### src/hdl/ulf_regs.vh
// register offsets, field positions, reset values and timing defaults of the line format block
// Functional notes
// - format top bit maps accesses onto divisor
// - same bit grants enhanced feature access
// - break bit holds transmit line low in wired mode, pulses infrared output each bit otherwise
// - parity: none, odd 001, even 011, zero 111
// - stop: one; set gives 1.5 or two
// - length code 00..11 selects 5..8 bits
// - reset clears format: five bits, one stop
// - signal bit 7 divides input clock by four
// - signal bit 6 selects infrared path
// - infrared carries serial data, idles output low
`ifndef ULF_REGS_VH
`define ULF_REGS_VH

`define ULF_OFS_DATA    5'h00
`define ULF_OFS_FORMAT  5'h04
`define ULF_OFS_SIGNAL  5'h08
`define ULF_OFS_STATUS  5'h0C
`define ULF_OFS_DIVHI   5'h10

`define ULF_FMT_DIV     7
`define ULF_FMT_BRK     6
`define ULF_FMT_PAR_HI  5
`define ULF_FMT_PAR_LO  3
`define ULF_FMT_STOP    2
`define ULF_FMT_LEN_HI  1
`define ULF_FMT_LEN_LO  0
`define ULF_SIG_PRESC   7
`define ULF_SIG_IR      6
`define ULF_ST_BUSY     0
`define ULF_ST_RXRDY    1
`define ULF_ST_PERR     2
`define ULF_ST_FERR     3

`define ULF_FMT_RESET   8'h00
`define ULF_SIG_RESET   1'h0

`define ULF_PRESC_MAX   2'h3
`define ULF_HALF_TICKS  8'h08
`define ULF_IR_PULSE    8'h03
`define ULF_STOP_ONE    3'h2
`define ULF_STOP_HALF3  3'h3
`define ULF_STOP_TWO    3'h4

`endif

### src/hdl/ulf_line_format.v
// line format and line signal control with serial framer, infrared path and Avalon-MM slave
//
// Added by the designer: the register offsets and the Avalon-MM register port.
`timescale 1ns/10ps
`default_nettype none
`include "ulf_regs.vh"

module ulf_line_format #(
	parameter [7:0] HALF_TICKS = `ULF_HALF_TICKS,
	parameter [7:0] IR_PULSE   = `ULF_IR_PULSE
) (
	// clock, reset, enable
	input  wire        CLK,
	input  wire        RESET,
	input  wire        CE,
	// Avalon-MM slave
	input  wire [4:0]  ADDRESS,
	input  wire        READ,
	input  wire        WRITE,
	input  wire [31:0] WRITEDATA,
	input  wire [3:0]  BYTEENABLE,
	output wire [31:0] READDATA,
	output wire        WAITREQUEST,
	// serial pins
	input  wire        RX,
	output wire        TX,
	input  wire        IR_RX,
	output wire        IR_TX,
	// divisor latch and enhanced feature access
	output wire        DIV_ACCESS,
	output wire        ENH_ACCESS,
	output wire        DIV_WR,
	output wire        DIV_SEL_HI,
	output wire [7:0]  DIV_WDATA,
	input  wire [15:0] DIV_RDATA
);

	localparam TX_IDLE  = 2'h0;
	localparam TX_SHIFT = 2'h1;
	localparam TX_STOP  = 2'h2;
	localparam RX_IDLE  = 2'h0;
	localparam RX_START = 2'h1;
	localparam RX_BITS  = 2'h2;

	localparam [7:0] HALF_LAST = HALF_TICKS - 8'h01;
	localparam [7:0] BIT_T     = {HALF_TICKS[6:0], 1'b0};
	localparam [7:0] BIT_LAST  = BIT_T - 8'h01;

	reg  [7:0]  fmt_reg;
	reg         presc_reg;
	reg         ir_en_reg;
	reg  [1:0]  pre_cnt_reg;
	reg         wait_reg;
	reg  [7:0]  rdata_reg;
	reg  [7:0]  rd_next;
	reg         div_wr_reg;
	reg         div_hi_reg;
	reg  [7:0]  div_wdata_reg;
	reg         rx_s1_reg;
	reg         rx_s2_reg;
	reg         irrx_s1_reg;
	reg         irrx_s2_reg;
	reg         irrx_d_reg;
	reg  [7:0]  ir_hold_reg;
	reg  [1:0]  tx_st_reg;
	reg  [7:0]  tx_hc_reg;
	reg         tx_ph_reg;
	reg  [9:0]  tx_sh_reg;
	reg  [3:0]  tx_left_reg;
	reg  [2:0]  tx_stop_reg;
	reg         tx_line_reg;
	reg         tx_pin_reg;
	reg         ir_tx_reg;
	reg  [9:0]  tx_frame;
	reg  [2:0]  stop_halves;
	reg  [1:0]  rx_st_reg;
	reg  [7:0]  rx_cnt_reg;
	reg  [3:0]  rx_idx_reg;
	reg  [9:0]  rx_sh_reg;
	reg  [7:0]  rx_data_reg;
	reg         rx_rdy_reg;
	reg         perr_reg;
	reg         ferr_reg;

	// format field decode
	wire        div_acc  = fmt_reg[`ULF_FMT_DIV];
	wire        brk      = fmt_reg[`ULF_FMT_BRK];
	wire [2:0]  par_sel  = fmt_reg[`ULF_FMT_PAR_HI:`ULF_FMT_PAR_LO];
	wire        par_en   = par_sel[0];
	wire        stop_set = fmt_reg[`ULF_FMT_STOP];
	wire [1:0]  len_code = fmt_reg[`ULF_FMT_LEN_HI:`ULF_FMT_LEN_LO];
	wire [3:0]  nbits    = {2'h0, len_code} + 4'h5;
	wire [3:0]  rx_last  = nbits + {3'h0, par_en};

	function [7:0] len_mask;
		input [1:0] lc;
		begin
			case (lc)
				2'h0:    len_mask = 8'h1F;
				2'h1:    len_mask = 8'h3F;
				2'h2:    len_mask = 8'h7F;
				default: len_mask = 8'hFF;
			endcase
		end
	endfunction

	function par_calc;
		input [2:0] sel;
		input [7:0] d;
		input [1:0] lc;
		reg x;
		begin
			x = ^(d & len_mask(lc));
			case (sel)
				3'h3:    par_calc = x;
				3'h5:    par_calc = 1'b1;
				3'h7:    par_calc = 1'b0;
				default: par_calc = ~x;
			endcase
		end
	endfunction

	// bus handshake: one wait state, effects only at the accepting edge
	wire req    = READ | WRITE;
	wire acc_rd = READ & ~wait_reg;
	wire acc_wr = WRITE & ~wait_reg & BYTEENABLE[0];
	wire wr_fmt = acc_wr & (ADDRESS == `ULF_OFS_FORMAT);
	wire wr_sig = acc_wr & (ADDRESS == `ULF_OFS_SIGNAL);
	wire wr_dat = acc_wr & (ADDRESS == `ULF_OFS_DATA);
	wire wr_dhi = acc_wr & (ADDRESS == `ULF_OFS_DIVHI);
	wire rd_dat = acc_rd & (ADDRESS == `ULF_OFS_DATA) & ~div_acc;
	wire rd_st  = acc_rd & (ADDRESS == `ULF_OFS_STATUS);
	wire tx_busy  = (tx_st_reg != TX_IDLE);
	wire tx_start = wr_dat & ~div_acc & ~tx_busy;

	always @* begin
		case (ADDRESS)
			`ULF_OFS_DATA:   rd_next = div_acc ? DIV_RDATA[7:0] : rx_data_reg;
			`ULF_OFS_FORMAT: rd_next = fmt_reg;
			`ULF_OFS_SIGNAL: rd_next = {presc_reg, ir_en_reg, 6'h00};
			`ULF_OFS_STATUS: rd_next = {4'h0, ferr_reg, perr_reg, rx_rdy_reg, tx_busy};
			`ULF_OFS_DIVHI:  rd_next = div_acc ? DIV_RDATA[15:8] : 8'h00;
			default:         rd_next = 8'h00;
		endcase
	end

	always @(posedge CLK) begin
		if (RESET) begin
			wait_reg  <= 1'b1;
			rdata_reg <= 8'h00;
		end else if (CE) begin
			if (req & wait_reg) begin
				wait_reg  <= 1'b0;
				rdata_reg <= rd_next;
			end else begin
				wait_reg <= 1'b1;
			end
		end
	end

	// control registers
	always @(posedge CLK) begin
		if (RESET) begin
			fmt_reg   <= `ULF_FMT_RESET;
			presc_reg <= `ULF_SIG_RESET;
			ir_en_reg <= `ULF_SIG_RESET;
		end else if (CE) begin
			if (wr_fmt)
				fmt_reg <= WRITEDATA[7:0];
			if (wr_sig) begin
				presc_reg <= WRITEDATA[`ULF_SIG_PRESC];
				ir_en_reg <= WRITEDATA[`ULF_SIG_IR];
			end
		end
	end

	// divisor latch strobes go out, the latch itself lives elsewhere
	always @(posedge CLK) begin
		if (RESET) begin
			div_wr_reg    <= 1'b0;
			div_hi_reg    <= 1'b0;
			div_wdata_reg <= 8'h00;
		end else if (CE) begin
			div_wr_reg <= div_acc & (wr_dat | wr_dhi);
			if (div_acc & (wr_dat | wr_dhi)) begin
				div_hi_reg    <= wr_dhi;
				div_wdata_reg <= WRITEDATA[7:0];
			end
		end
	end

	// prescaler: divide-by-1 ticks every cycle
	wire tick = ~presc_reg | (pre_cnt_reg == `ULF_PRESC_MAX);

	always @(posedge CLK) begin
		if (RESET)
			pre_cnt_reg <= 2'h0;
		else if (CE)
			pre_cnt_reg <= pre_cnt_reg + 2'h1;
	end

	// pin synchronisers and infrared pulse stretcher
	always @(posedge CLK) begin
		if (RESET) begin
			rx_s1_reg   <= 1'b1;
			rx_s2_reg   <= 1'b1;
			irrx_s1_reg <= 1'b0;
			irrx_s2_reg <= 1'b0;
			irrx_d_reg  <= 1'b0;
			ir_hold_reg <= 8'h00;
		end else if (CE) begin
			rx_s1_reg   <= RX;
			rx_s2_reg   <= rx_s1_reg;
			irrx_s1_reg <= IR_RX;
			irrx_s2_reg <= irrx_s1_reg;
			irrx_d_reg  <= irrx_s2_reg;
			// a short light pulse means a zero bit; stretch it over one bit time
			if (irrx_s2_reg & ~irrx_d_reg)
				ir_hold_reg <= BIT_T;
			else if (tick && ir_hold_reg != 8'h00)
				ir_hold_reg <= ir_hold_reg - 8'h01;
		end
	end

	wire rx_line = ir_en_reg ? (ir_hold_reg == 8'h00) : rx_s2_reg;

	// transmit frame: data, parity, then ones above
	always @* begin
		tx_frame = {2'h3, WRITEDATA[7:0] | ~len_mask(len_code)};
		if (par_en)
			tx_frame[nbits] = par_calc(par_sel, WRITEDATA[7:0], len_code);
	end

	always @* begin
		if (!stop_set)
			stop_halves = `ULF_STOP_ONE;
		else if (len_code == 2'h0)
			stop_halves = `ULF_STOP_HALF3;
		else
			stop_halves = `ULF_STOP_TWO;
	end

	wire tx_half = tick && (tx_hc_reg == HALF_LAST);

	// half-bit timer runs free when idle so a break still pulses the infrared output
	always @(posedge CLK) begin
		if (RESET) begin
			tx_st_reg   <= TX_IDLE;
			tx_hc_reg   <= 8'h00;
			tx_ph_reg   <= 1'b0;
			tx_sh_reg   <= 10'h3FF;
			tx_left_reg <= 4'h0;
			tx_stop_reg <= 3'h0;
			tx_line_reg <= 1'b1;
		end else if (CE) begin
			if (tx_start) begin
				tx_st_reg   <= TX_SHIFT;
				tx_hc_reg   <= 8'h00;
				tx_ph_reg   <= 1'b0;
				tx_sh_reg   <= tx_frame;
				tx_left_reg <= rx_last;
				tx_line_reg <= 1'b0;
			end else begin
				if (tick)
					tx_hc_reg <= tx_half ? 8'h00 : tx_hc_reg + 8'h01;
				if (tx_half)
					tx_ph_reg <= ~tx_ph_reg;
				case (tx_st_reg)
					TX_SHIFT: begin
						if (tx_half & tx_ph_reg) begin
							if (tx_left_reg == 4'h0) begin
								tx_st_reg   <= TX_STOP;
								tx_stop_reg <= stop_halves;
								tx_line_reg <= 1'b1;
							end else begin
								tx_line_reg <= tx_sh_reg[0];
								tx_sh_reg   <= {1'b1, tx_sh_reg[9:1]};
								tx_left_reg <= tx_left_reg - 4'h1;
							end
						end
					end
					TX_STOP: begin
						if (tx_half) begin
							if (tx_stop_reg == 3'h1)
								tx_st_reg <= TX_IDLE;
							else
								tx_stop_reg <= tx_stop_reg - 3'h1;
						end
					end
					TX_IDLE: begin
						tx_line_reg <= 1'b1;
					end
					default: begin
						tx_st_reg <= TX_IDLE;
					end
				endcase
			end
		end
	end

	// pin stage: break overrides the framer, infrared keeps the wired pin idle
	wire ser_line = brk ? 1'b0 : tx_line_reg;

	always @(posedge CLK) begin
		if (RESET) begin
			tx_pin_reg <= 1'b1;
			ir_tx_reg  <= 1'b0;
		end else if (CE) begin
			tx_pin_reg <= ir_en_reg ? 1'b1 : ser_line;
			ir_tx_reg  <= ir_en_reg & ~ser_line & ~tx_ph_reg & (tx_hc_reg < IR_PULSE);
		end
	end

	// receiver: start bit checked at its middle, then one sample per bit
	wire rx_par_bad = par_en & (rx_sh_reg[nbits] != par_calc(par_sel, rx_sh_reg[7:0], len_code));

	always @(posedge CLK) begin
		if (RESET) begin
			rx_st_reg   <= RX_IDLE;
			rx_cnt_reg  <= 8'h00;
			rx_idx_reg  <= 4'h0;
			rx_sh_reg   <= 10'h000;
			rx_data_reg <= 8'h00;
			rx_rdy_reg  <= 1'b0;
			perr_reg    <= 1'b0;
			ferr_reg    <= 1'b0;
		end else if (CE) begin
			// clears first so a same-cycle set wins
			if (rd_dat)
				rx_rdy_reg <= 1'b0;
			if (rd_st) begin
				perr_reg <= 1'b0;
				ferr_reg <= 1'b0;
			end
			case (rx_st_reg)
				RX_IDLE: begin
					if (!rx_line) begin
						rx_st_reg  <= RX_START;
						rx_cnt_reg <= 8'h00;
					end
				end
				RX_START: begin
					if (tick) begin
						if (rx_cnt_reg == HALF_LAST) begin
							rx_st_reg  <= rx_line ? RX_IDLE : RX_BITS;
							rx_cnt_reg <= 8'h00;
							rx_idx_reg <= 4'h0;
							rx_sh_reg  <= 10'h000;
						end else begin
							rx_cnt_reg <= rx_cnt_reg + 8'h01;
						end
					end
				end
				RX_BITS: begin
					if (tick) begin
						if (rx_cnt_reg == BIT_LAST) begin
							rx_cnt_reg <= 8'h00;
							if (rx_idx_reg == rx_last) begin
								// only the first stop bit is checked
								rx_st_reg   <= RX_IDLE;
								rx_data_reg <= rx_sh_reg[7:0] & len_mask(len_code);
								rx_rdy_reg  <= 1'b1;
								if (rx_par_bad)
									perr_reg <= 1'b1;
								if (!rx_line)
									ferr_reg <= 1'b1;
							end else begin
								rx_sh_reg[rx_idx_reg] <= rx_line;
								rx_idx_reg <= rx_idx_reg + 4'h1;
							end
						end else begin
							rx_cnt_reg <= rx_cnt_reg + 8'h01;
						end
					end
				end
				default: begin
					rx_st_reg <= RX_IDLE;
				end
			endcase
		end
	end

	assign READDATA    = {24'h000000, rdata_reg};
	assign WAITREQUEST = wait_reg;
	assign TX          = tx_pin_reg;
	assign IR_TX       = ir_tx_reg;
	assign DIV_ACCESS  = fmt_reg[`ULF_FMT_DIV];
	assign ENH_ACCESS  = fmt_reg[`ULF_FMT_DIV];
	assign DIV_WR      = div_wr_reg;
	assign DIV_SEL_HI  = div_hi_reg;
	assign DIV_WDATA   = div_wdata_reg;

endmodule

`default_nettype wire

### config.mk
export PLATFORM = sky130hd
export DESIGN_NAME = ulf_line_format
export DESIGN_NICKNAME = d
export VERILOG_FILES = /design/src/hdl/ulf_line_format.v
export VERILOG_INCLUDE_DIRS = /design/src /design/src/hdl
export SDC_FILE = /design/constraint.sdc
export NUM_CORES = 1
export LEC_CHECK = 0
export BUFFER_PORTS_ARGS = -buffer_cell sky130_fd_sc_hd__buf_2
export CORE_ASPECT_RATIO = 1.1
export CORE_MARGIN = 2
export CORE_UTILIZATION = 25
export DETAILED_ROUTE_END_ITERATION = 12
export PLACE_DENSITY = 0.46
export SLEW_MARGIN = 20
export SYNTH_ARGS = -nofsm -noshare
export SYNTH_HDL_FRONTEND = slang
export SYNTH_SLANG_ARGS = --single-unit
### constraint.sdc
create_clock -name CLK -period 4.1 [get_ports CLK]
set_input_delay 0.615 -clock CLK [delete_from_list [all_inputs] [get_ports CLK]]
set_output_delay 0.615 -clock CLK [all_outputs]
set_load 0.05 [all_outputs]
Word level (Yosys, flattened, before mapping)
Cells that the tools add are included.
{"block": "word_totals", "reg_bits": 110, "in_bits": 64, "out_inout_bits": 47, "word_cells": 261}
{"block": "classes", "n_addsub": 9, "order_cmp": 5, "n_eq_ne": 37, "muxes": 102, "bitwise": 38, "n_reduce_logical": 38}
{"cell": "$mux W8", "count": 19}
{"cell": "$mux W10", "count": 10}
{"cell": "$pmux W8 S3", "count": 2}
{"cell": "$pmux W8 S5", "count": 1}
{"cell": "$mux W4", "count": 9}
{"cell": "$mux W1", "count": 30}
{"cell": "$ne A2 B2 Y1 const B", "count": 13}
{"cell": "$and A8 B8 Y8", "count": 3}
{"cell": "$mux W2", "count": 12}
{"cell": "$reduce_and A7 Y1", "count": 3}
{"cell": "$and A1 B1 Y1", "count": 20}
{"cell": "$bwmux W10", "count": 2}
{"cell": "$pmux W10 S2", "count": 1}
{"cell": "$mux W3", "count": 6}
{"cell": "$add A8 B1 Y8 const B", "count": 2}
{"cell": "$eq A8 B3 Y1 const B", "count": 2}
{"cell": "$reduce_bool A2 Y1", "count": 8}
{"cell": "$reduce_xor A8 Y1", "count": 2}
{"cell": "$reduce_and A2 Y1", "count": 7}
{"cell": "$ne A3 B3 Y1 const B", "count": 4}
{"cell": "$pmux W2 S3", "count": 2}
{"cell": "$eq A5 B4 Y1 const B", "count": 2}
{"cell": "$lt A4 B5 Y1 const B", "count": 2}
{"cell": "$not A1 Y1", "count": 10}
{"cell": "39 further kinds", "count": 57}

Depth between registers and ports, before layout
Gate-level depths: netlist of the first run.
{"block": "logic_depth", "word_depth": 13, "ltp_mapped": 11, "mapped_depth_nobuf": 10}

Worst setup path after synthesis of the first run
Ideal clock, no wire load.
{"block": "synth_path", "path_kind": "flip-flop to flip-flop", "from": "register fmt_reg[0]", "to": "register rx_sh_reg[4]", "setup_time_ns": 0.091, "t_arrival_ns": 2.694, "required_ns": 4.009, "setup_slack_ns": 1.315, "stages_incl_launch_ff": 12, "n_path_buf": 1, "period_less_slack_ns": 2.785, "cell_sequence": "dfxtp_1 -> inv_1 -> ha_1 -> fa_1 -> and3b_1 -> o2111ai_1 -> o21ai_0 -> nor3_1 -> and3b_1 -> clkbuf_1 -> a21oi_1 -> a311oi_1"}
{"block": "synth_via", "elab_chain_cells": 5}
{"element": "start, declared", "line": "ulf_line_format.v:49", "rtl": "reg [7:0] fmt_reg;"}
{"element": "start signal, assigned", "line": "ulf_line_format.v:164", "rtl": "fmt_reg <= `ULF_FMT_RESET;"}
{"element": "start signal, assigned", "line": "ulf_line_format.v:169", "rtl": "fmt_reg <= WRITEDATA[7:0];"}
{"element": "$add A2 B3 Y4", "line": "ulf_line_format.v:92", "rtl": "wire [3:0] nbits = {2'h0, len_code} + 4'h5;"}
{"element": "$add A4 B1 Y4", "line": "ulf_line_format.v:93", "rtl": "wire [3:0] rx_last = nbits + {3'h0, par_en};"}
{"element": "$eq A4 B4 Y1", "line": "ulf_line_format.v:358", "rtl": "if (rx_idx_reg == rx_last) begin"}
{"element": "$ne A2 B2 Y1 (no source line)"}
{"element": "$reduce_and A7 Y1 (no source line)"}
{"element": "end signal, assigned by index", "line": "ulf_line_format.v:368", "rtl": "rx_sh_reg[rx_idx_reg] <= rx_line;"}
{"element": "end, declared", "line": "ulf_line_format.v:79", "rtl": "reg [9:0] rx_sh_reg;"}
Every way passes these cells.
A chain may end at the register's enable or synchronous reset.

Worst setup path after layout of the first run
{"block": "layout_path", "from": "register fmt_reg[0]", "to": "register rx_sh_reg[6]"}
Same word-level chain as after synthesis.

==> results of run 1 <==
-- cell families (layout without fill, tap and decap cells) --
logic type      after synthesis  count (layout)  share of synthesized area [%]
other cells                   1              24                         0.0630
xor+xnor                     28              28                           4.58
compound gates              166             166                           17.2
mux                          32              32                           5.62
fa+ha+maj                    25              25                           5.38
flops                       110             110                           37.0
buf+inv                      74             102                           6.29
simple gates                284             284                           23.9
-- power by group through the flow --
stage | logic [uW] | registers (uW) | clock network (uW)
3_3_place_gp | 354 | 1160 | 0
2_1_floorplan | 292 | 1160 | 0
3_5_place_dp | 354 | 1160 | 0
4_1_cts | 357 | 1140 | 967
5_1_grt | 400 | 1140 | 997
6_report | 356 | 1140 | 930
-- placed cells by master, fill, tap and decap left out, types with 6 or more instances in the layout --
master / n
nor2_1: 78
clkbuf_16: 9
dfxtp_1: 110
a211o_1: 8
or3_1: 9
a21oi_1: 62
nand2b_1: 15
nand2_1: 79
nand4_1: 6
and3_1: 9
mux2i_1: 30
conb_1: 24
buf_4: 9
ha_1: 24
o21ai_0: 35
nor2b_1: 15
buf_2: 59
nor3_1: 9
nand3_1: 25
a22oi_1: 12
a31oi_1: 6
inv_1: 17
a311oi_1: 6
xnor2_1: 15
xor2_1: 11
-- metrics by stage --
stage	instances	setup slack (ns)	total power (uW)	cell area [sq um]	hold slack (ns)
global route	1076	0.644	2540	6780	0.460
detailed placement	1060	0.952	1520	6470	0.443
floorplan	743	1.32	1450	6040	0.427
global placement	1060	0.980	1520	6470	0.435
CTS	1076	0.929	2460	6780	0.451
finish	1076	0.947	2420	6780	0.449
-- layout make-up --
class                   instances  area, sq um  share of cell area, %
well taps                     305          382                   5.63
repair buffers                 68          363                   5.35
clock inverters                 6         68.8                   1.01
multi-input cells             559         3460                   51.0
clock buffers                  10          239                   3.52
flip-flops and latches        110         2200                   32.5
inverters                      18         67.6                  0.996
-- worst max-delay path by stage --
stage / start / end / slack [ns] / depth (start not counted)
6_report: fmt_reg[0] / rx_sh_reg[6] / 0.95 / 11
5_1_grt: fmt_reg[0] / rx_sh_reg[5] / 0.64 / 11
4_1_cts: fmt_reg[0] / rx_sh_reg[6] / 0.93 / 11
3_5_place_dp: fmt_reg[0] / rx_sh_reg[6] / 0.95 / 11
3_3_place_gp: fmt_reg[0] / rx_sh_reg[7] / 0.98 / 11
2_1_floorplan: fmt_reg[0] / rx_sh_reg[4] / 1.32 / 11
-- worst max-delay path, stage by stage, from the launching register on --
cell and delay, ns:
dfxtp_1 0.59, inv_1 0.15, ha_1 0.24, fa_1 0.44, and3b_1 0.23, o2111ai_1 0.25, o21ai_0 0.13, nor3_1 0.17
buf_4 0.21, and3b_1 0.33, a21oi_1 0.11, a311oi_1 0.23
-- cells in the mapped netlist (5+ instances only) --
cell	instances	share of area [%]
a22oi_1	12	1.5
o211ai_1	5	0.63
nor3_1	9	0.76
or3_1	9	0.95
nand2b_1	15	1.6
dfxtp_1	110	37
o21ai_1	5	0.42
a21oi_1	62	5.2
buf_4	25	3.2
nand4_1	6	0.63
ha_1	24	5.0
a211oi_1	5	0.63
a311oi_1	6	0.88
xor2_1	11	1.6
nor2_1	78	4.9
nor2b_1	15	1.6
and3_1	9	0.95
inv_1	17	1.1
mux2i_1	30	5.0
xnor2_1	15	2.2
a31oi_1	6	0.63
and3b_1	5	0.74
clkbuf_1	27	1.7
nand3_1	25	2.1
o21ai_0	35	2.9
nand3b_1	5	0.63
a211o_1	8	1.2
nand2_1	79	5.0
-- metal layers --
| layer | share of wire (%) | vias to the layer above | track usage (%) |
|---|---|---|---|
| li1 | - | 2593 | - |
| met1 | 48 | 2294 | 16.3 |
| met2 | 47 | 85 | 19.4 |
| met3 | 3.5 | 14 | 1.87 |
| met4 | 1.4 | 0 | 4.88 |
| met5 | 0 | - | 0 |
==> flow_metrics.env, run 1 <==
export IMPL_status="finished, final reports clean"
export IMPL_p_leak_uw=0.00252
export IMPL_holdPathEnd="DIV_WDATA[2]"
export IMPL_fmax_ghz=0.317
export IMPL_final_core_util_pct=28.8
export IMPL_fin_worst_skew_ns=0.00542
export IMPL_syn2layout_area_growth_pct=14.0
export IMPL_required_ns=4.37
export IMPL_port_buffers=59
export IMPL_vias=4986
export IMPL_nFillCells=2596
export IMPL_dp_hpwl_um=11100
export IMPL_peakVddDrop_mv=0.203
export IMPL_initial_utilization_pct=25.3
export IMPL_regToRegSetupSlack_ns=0.95
export IMPL_numCtsBuffers=9
export IMPL_synth_seq_cells=110
export IMPL_tritoncts="built"
export IMPL_synth_edff_count=0
export IMPL_die_h_um=166
export IMPL_die_area_sq_um=25000
export IMPL_insertion_delay_ns=0.36
export IMPL_finalMaxSlewViolations=0
export IMPL_ys_warn_count=0
export IMPL_p_comb_share_pct=14.7
export IMPL_routedWlPerCell_um=14.1
export IMPL_clkPwrFrac_pct=38.4
export IMPL_min_from="DIV_WDATA[2]"
export IMPL_finalCriticalPeriod_ns=3.15
export IMPL_detail_route_iter0_violations=297
export IMPL_grt_pass1_wl_um=24200
export IMPL_p_per_area_nw_per_um2=357
export IMPL_drcViolationCount=0
export IMPL_clk_root_buffer_cell="clkbuf_16"
export IMPL_fp_row_count=59
export IMPL_endpoint_kind="flip-flop"
export IMPL_sw_frac_of_total_pct=28.6
export IMPL_critPathArrivalTime_ns=3.42
export IMPL_startpoint_type="flip-flop"
export IMPL_cts_buffer_depth=2
export IMPL_period_share_pct=76.9
export IMPL_finalWirelength_um=15200
export IMPL_post_cts_resized=0
export IMPL_cap_violations=0
export IMPL_maxSlewHeadroom_pct=40.1
export IMPL_via_per_inst=4.63
export IMPL_grt_max_degree=75
export IMPL_yosysUniqueCellTypes=66
export IMPL_hold_buffers=0
export IMPL_tns_ns=0
export IMPL_antenna_found_initial=0
export IMPL_synthCells=720
export IMPL_crit_type="flip-flop to flip-flop"
export IMPL_tightest_slew_ns=0.894
export IMPL_syn_area_sq_um=5950
export IMPL_rr_startpoint="fmt_reg[0]"
export IMPL_synth_main_ff_cell="dfxtp_1"
export IMPL_hold_viol=0
export IMPL_diodes=0
export IMPL_p_sw_uw=692
export IMPL_async_reset_ff_share_pct=0
export IMPL_grt_setup_unrepaired="no"
export IMPL_grt_util_all_layers_pct=12.1
export IMPL_grt_pass1_vias=4707
export IMPL_intPower_uw=1730
export IMPL_r2r_end="rx_sh_reg[6]"
export IMPL_post_cts_setup_buffer_count=0
export IMPL_syn_avg_cell_area_sq_um=8.26
export IMPL_ys_seq_area_share_pct=37.0
export IMPL_clk_pin_slew_worst_paths_ns=0.07
export IMPL_p_seq_share_pct=46.9
export IMPL_ant_nets=0
export IMPL_core_area_sq_um=23500
export IMPL_cp_max_fo=13
export IMPL_drtPass1Iterations=4
export IMPL_ios=111
export IMPL_min_delay_path_depth=2
export IMPL_cts_max_level=3
export IMPL_min_path_type="flip-flop to flip-flop"
export IMPL_die_x_um=151
export IMPL_setup_violations=0
export IMPL_drive_gt1_share_pct=12.7
export IMPL_nNetsFinal=855
export IMPL_cts_sinks=110
export IMPL_globalRoute_totalOverflow=0
export IMPL_gp_congestion=0.733
export IMPL_r2r_cells=11
No activity file was read; power rests on OpenSTA's default activity.
==> run 2, diff against run 1 <==
==> constraint.sdc (replaced) <==
create_clock -name CLK -period 3.2 [get_ports CLK]
set_input_delay 0.48 -clock CLK [delete_from_list [all_inputs] [get_ports CLK]]
set_output_delay 0.48 -clock CLK [all_outputs]
set_load 0.05 [all_outputs]
==> flow_metrics.env, run 2 (synthesis results as in run 1) <==
export IMPL_setup_violations=0
export IMPL_die_h_um=166
export IMPL_die_x_um=151
export IMPL_tns_ns=0
export IMPL_cts_buffer_depth=2
export IMPL_detail_route_iter0_violations=219
export IMPL_cp_max_fo=8
export IMPL_globalRoute_totalOverflow=0
export IMPL_diodes=0
export IMPL_grt_setup_unrepaired="no"
export IMPL_fin_worst_skew_ns=0.0112
export IMPL_crit_type="flip-flop to flip-flop"
export IMPL_final_cell_mix="dfxtp_1 (110), nand2_1 (79), nor2_1 (78)"
export IMPL_critPathArrivalTime_ns=2.92
export IMPL_ios=111
export IMPL_grt_pass1_vias=4656
export IMPL_initial_utilization_pct=25.3
export IMPL_antenna_found_initial=0
export IMPL_grt_max_degree=34
export IMPL_p_leak_uw=0.00254
export IMPL_p_per_area_nw_per_um2=443
export IMPL_maxSlewHeadroom_pct=43.5
export IMPL_min_path_type="input pin to flip-flop"
export IMPL_finalWirelength_um=15400
export IMPL_gp_congestion=0.720
export IMPL_post_cts_setup_buffer_count=0
export IMPL_cts_max_level=3
export IMPL_peakVddDrop_mv=0.199
export IMPL_core_area_sq_um=23500
export IMPL_clk_root_buffer_cell="clkbuf_16"
export IMPL_finalMaxSlewViolations=0
export IMPL_status="finished, final reports clean"
export IMPL_syn2layout_area_growth_pct=14.4
export IMPL_startpoint_type="flip-flop"
export IMPL_nFillCells=2557
export IMPL_grt_pass1_wl_um=24700
export IMPL_drive_gt1_share_pct=13.5
export IMPL_hold_buffers=0
export IMPL_tightest_slew_ns=0.844
export IMPL_dp_hpwl_um=11400
export IMPL_cts_sinks=110
export IMPL_routedWlPerCell_um=14.2
export IMPL_highest_layer="met4"
export IMPL_insertion_delay_ns=0.36
export IMPL_numCtsBuffers=9
export IMPL_wl_met1_um=7510
export IMPL_grt_util_all_layers_pct=12.4
export IMPL_nNetsFinal=863
export IMPL_layout_commonest_cell="dfxtp_1"
export IMPL_wl_met3_um=457
export IMPL_via_per_inst=4.69
export IMPL_final_core_util_pct=28.9
export IMPL_tritoncts="built"
export IMPL_regToRegSetupSlack_ns=0.55
export IMPL_vias=5089
export IMPL_fp_row_count=59
export IMPL_post_cts_resized=0
export IMPL_ant_nets=0
export IMPL_period_share_pct=82.9
export IMPL_endpoint_kind="flip-flop"
export IMPL_port_buffers=59
export IMPL_route_met2_wl_um=7220
export IMPL_die_area_sq_um=25000
export IMPL_hold_viol=0
export IMPL_fmax_ghz=0.377
export IMPL_finalCriticalPeriod_ns=2.65
export IMPL_drtPass1Iterations=4
export IMPL_cap_violations=0
export IMPL_drcViolationCount=0
export IMPL_required_ns=3.46
export IMPL_clk_pin_slew_worst_paths_ns=0.08
run 2: cell types whose count changed in the layout (fill, tap and decap cells not counted), sizes merged:
cell	before	now
bufinv	1	0
clkinvlp	0	1
buf	68	76
run 2: path summary, 6_finish.rpt:
check                     from           end  depth (start not counted)
hold reg to reg   DIV_WDATA[1]  DIV_WDATA[1]                          2
hold / removal              RX     rx_s1_reg                          2
setup / recovery    fmt_reg[0]  rx_sh_reg[4]                         10
setup reg to reg    fmt_reg[0]  rx_sh_reg[4]                         10
run 2: routing by layer:
| metal | vias to the layer above | global-route usage (%) |
|---|---|---|
| li1 | 2619 | - |
| met1 | 2382 | 16.7 |
| met2 | 75 | 20.1 |
| met3 | 13 | 2.14 |
| met4 | 0 | 3.78 |
| met5 | - | 0 |
run 2: layout make-up:
class | count | area, sq um | share of cell area [%]
Inverter | 18 | 67.6 | 0.992
Clock inverter | 6 | 46.3 | 0.680
Tap cell | 305 | 382 | 5.60
Multi-Input combinational cell | 559 | 3460 | 50.8
Timing Repair Buffer | 76 | 423 | 6.21
Clock buffer | 10 | 229 | 3.36
Sequential cell | 110 | 2200 | 32.3
run 2: metrics by stage:
step	worst slack (ns)	std cells	hold WS [ns]	area [sq um]	total power (uW)
finish	0.548	1084	0.333	6810	3020
floorplan	0.415	743	0.427	6040	1860
global route	0.281	1084	0.329	6810	3190
CTS	0.503	1084	0.321	6810	3060
detailed placement	0.572	1068	0.443	6530	1960
global placement	0.588	1068	0.436	6530	1950
run 2: power breakdown:
group | internal, uW | switching (uW) | total [uW]
clock | 537 | 554 | 1090
sequential | 1420 | 42.9 | 1460
combinational | 175 | 292 | 467
total | 2130 | 889 | 3020
run 2: worst max-delay path, stage by stage (launching register included):
cell       delay (ns)
dfxtp_1          0.34
inv_1            0.08
ha_1             0.21
fa_1             0.44
and3b_1          0.22
o2111ai_1        0.23
o21ai_0          0.13
nor3_1           0.21
and3b_1          0.35
a21oi_1          0.11
a311oi_1         0.24
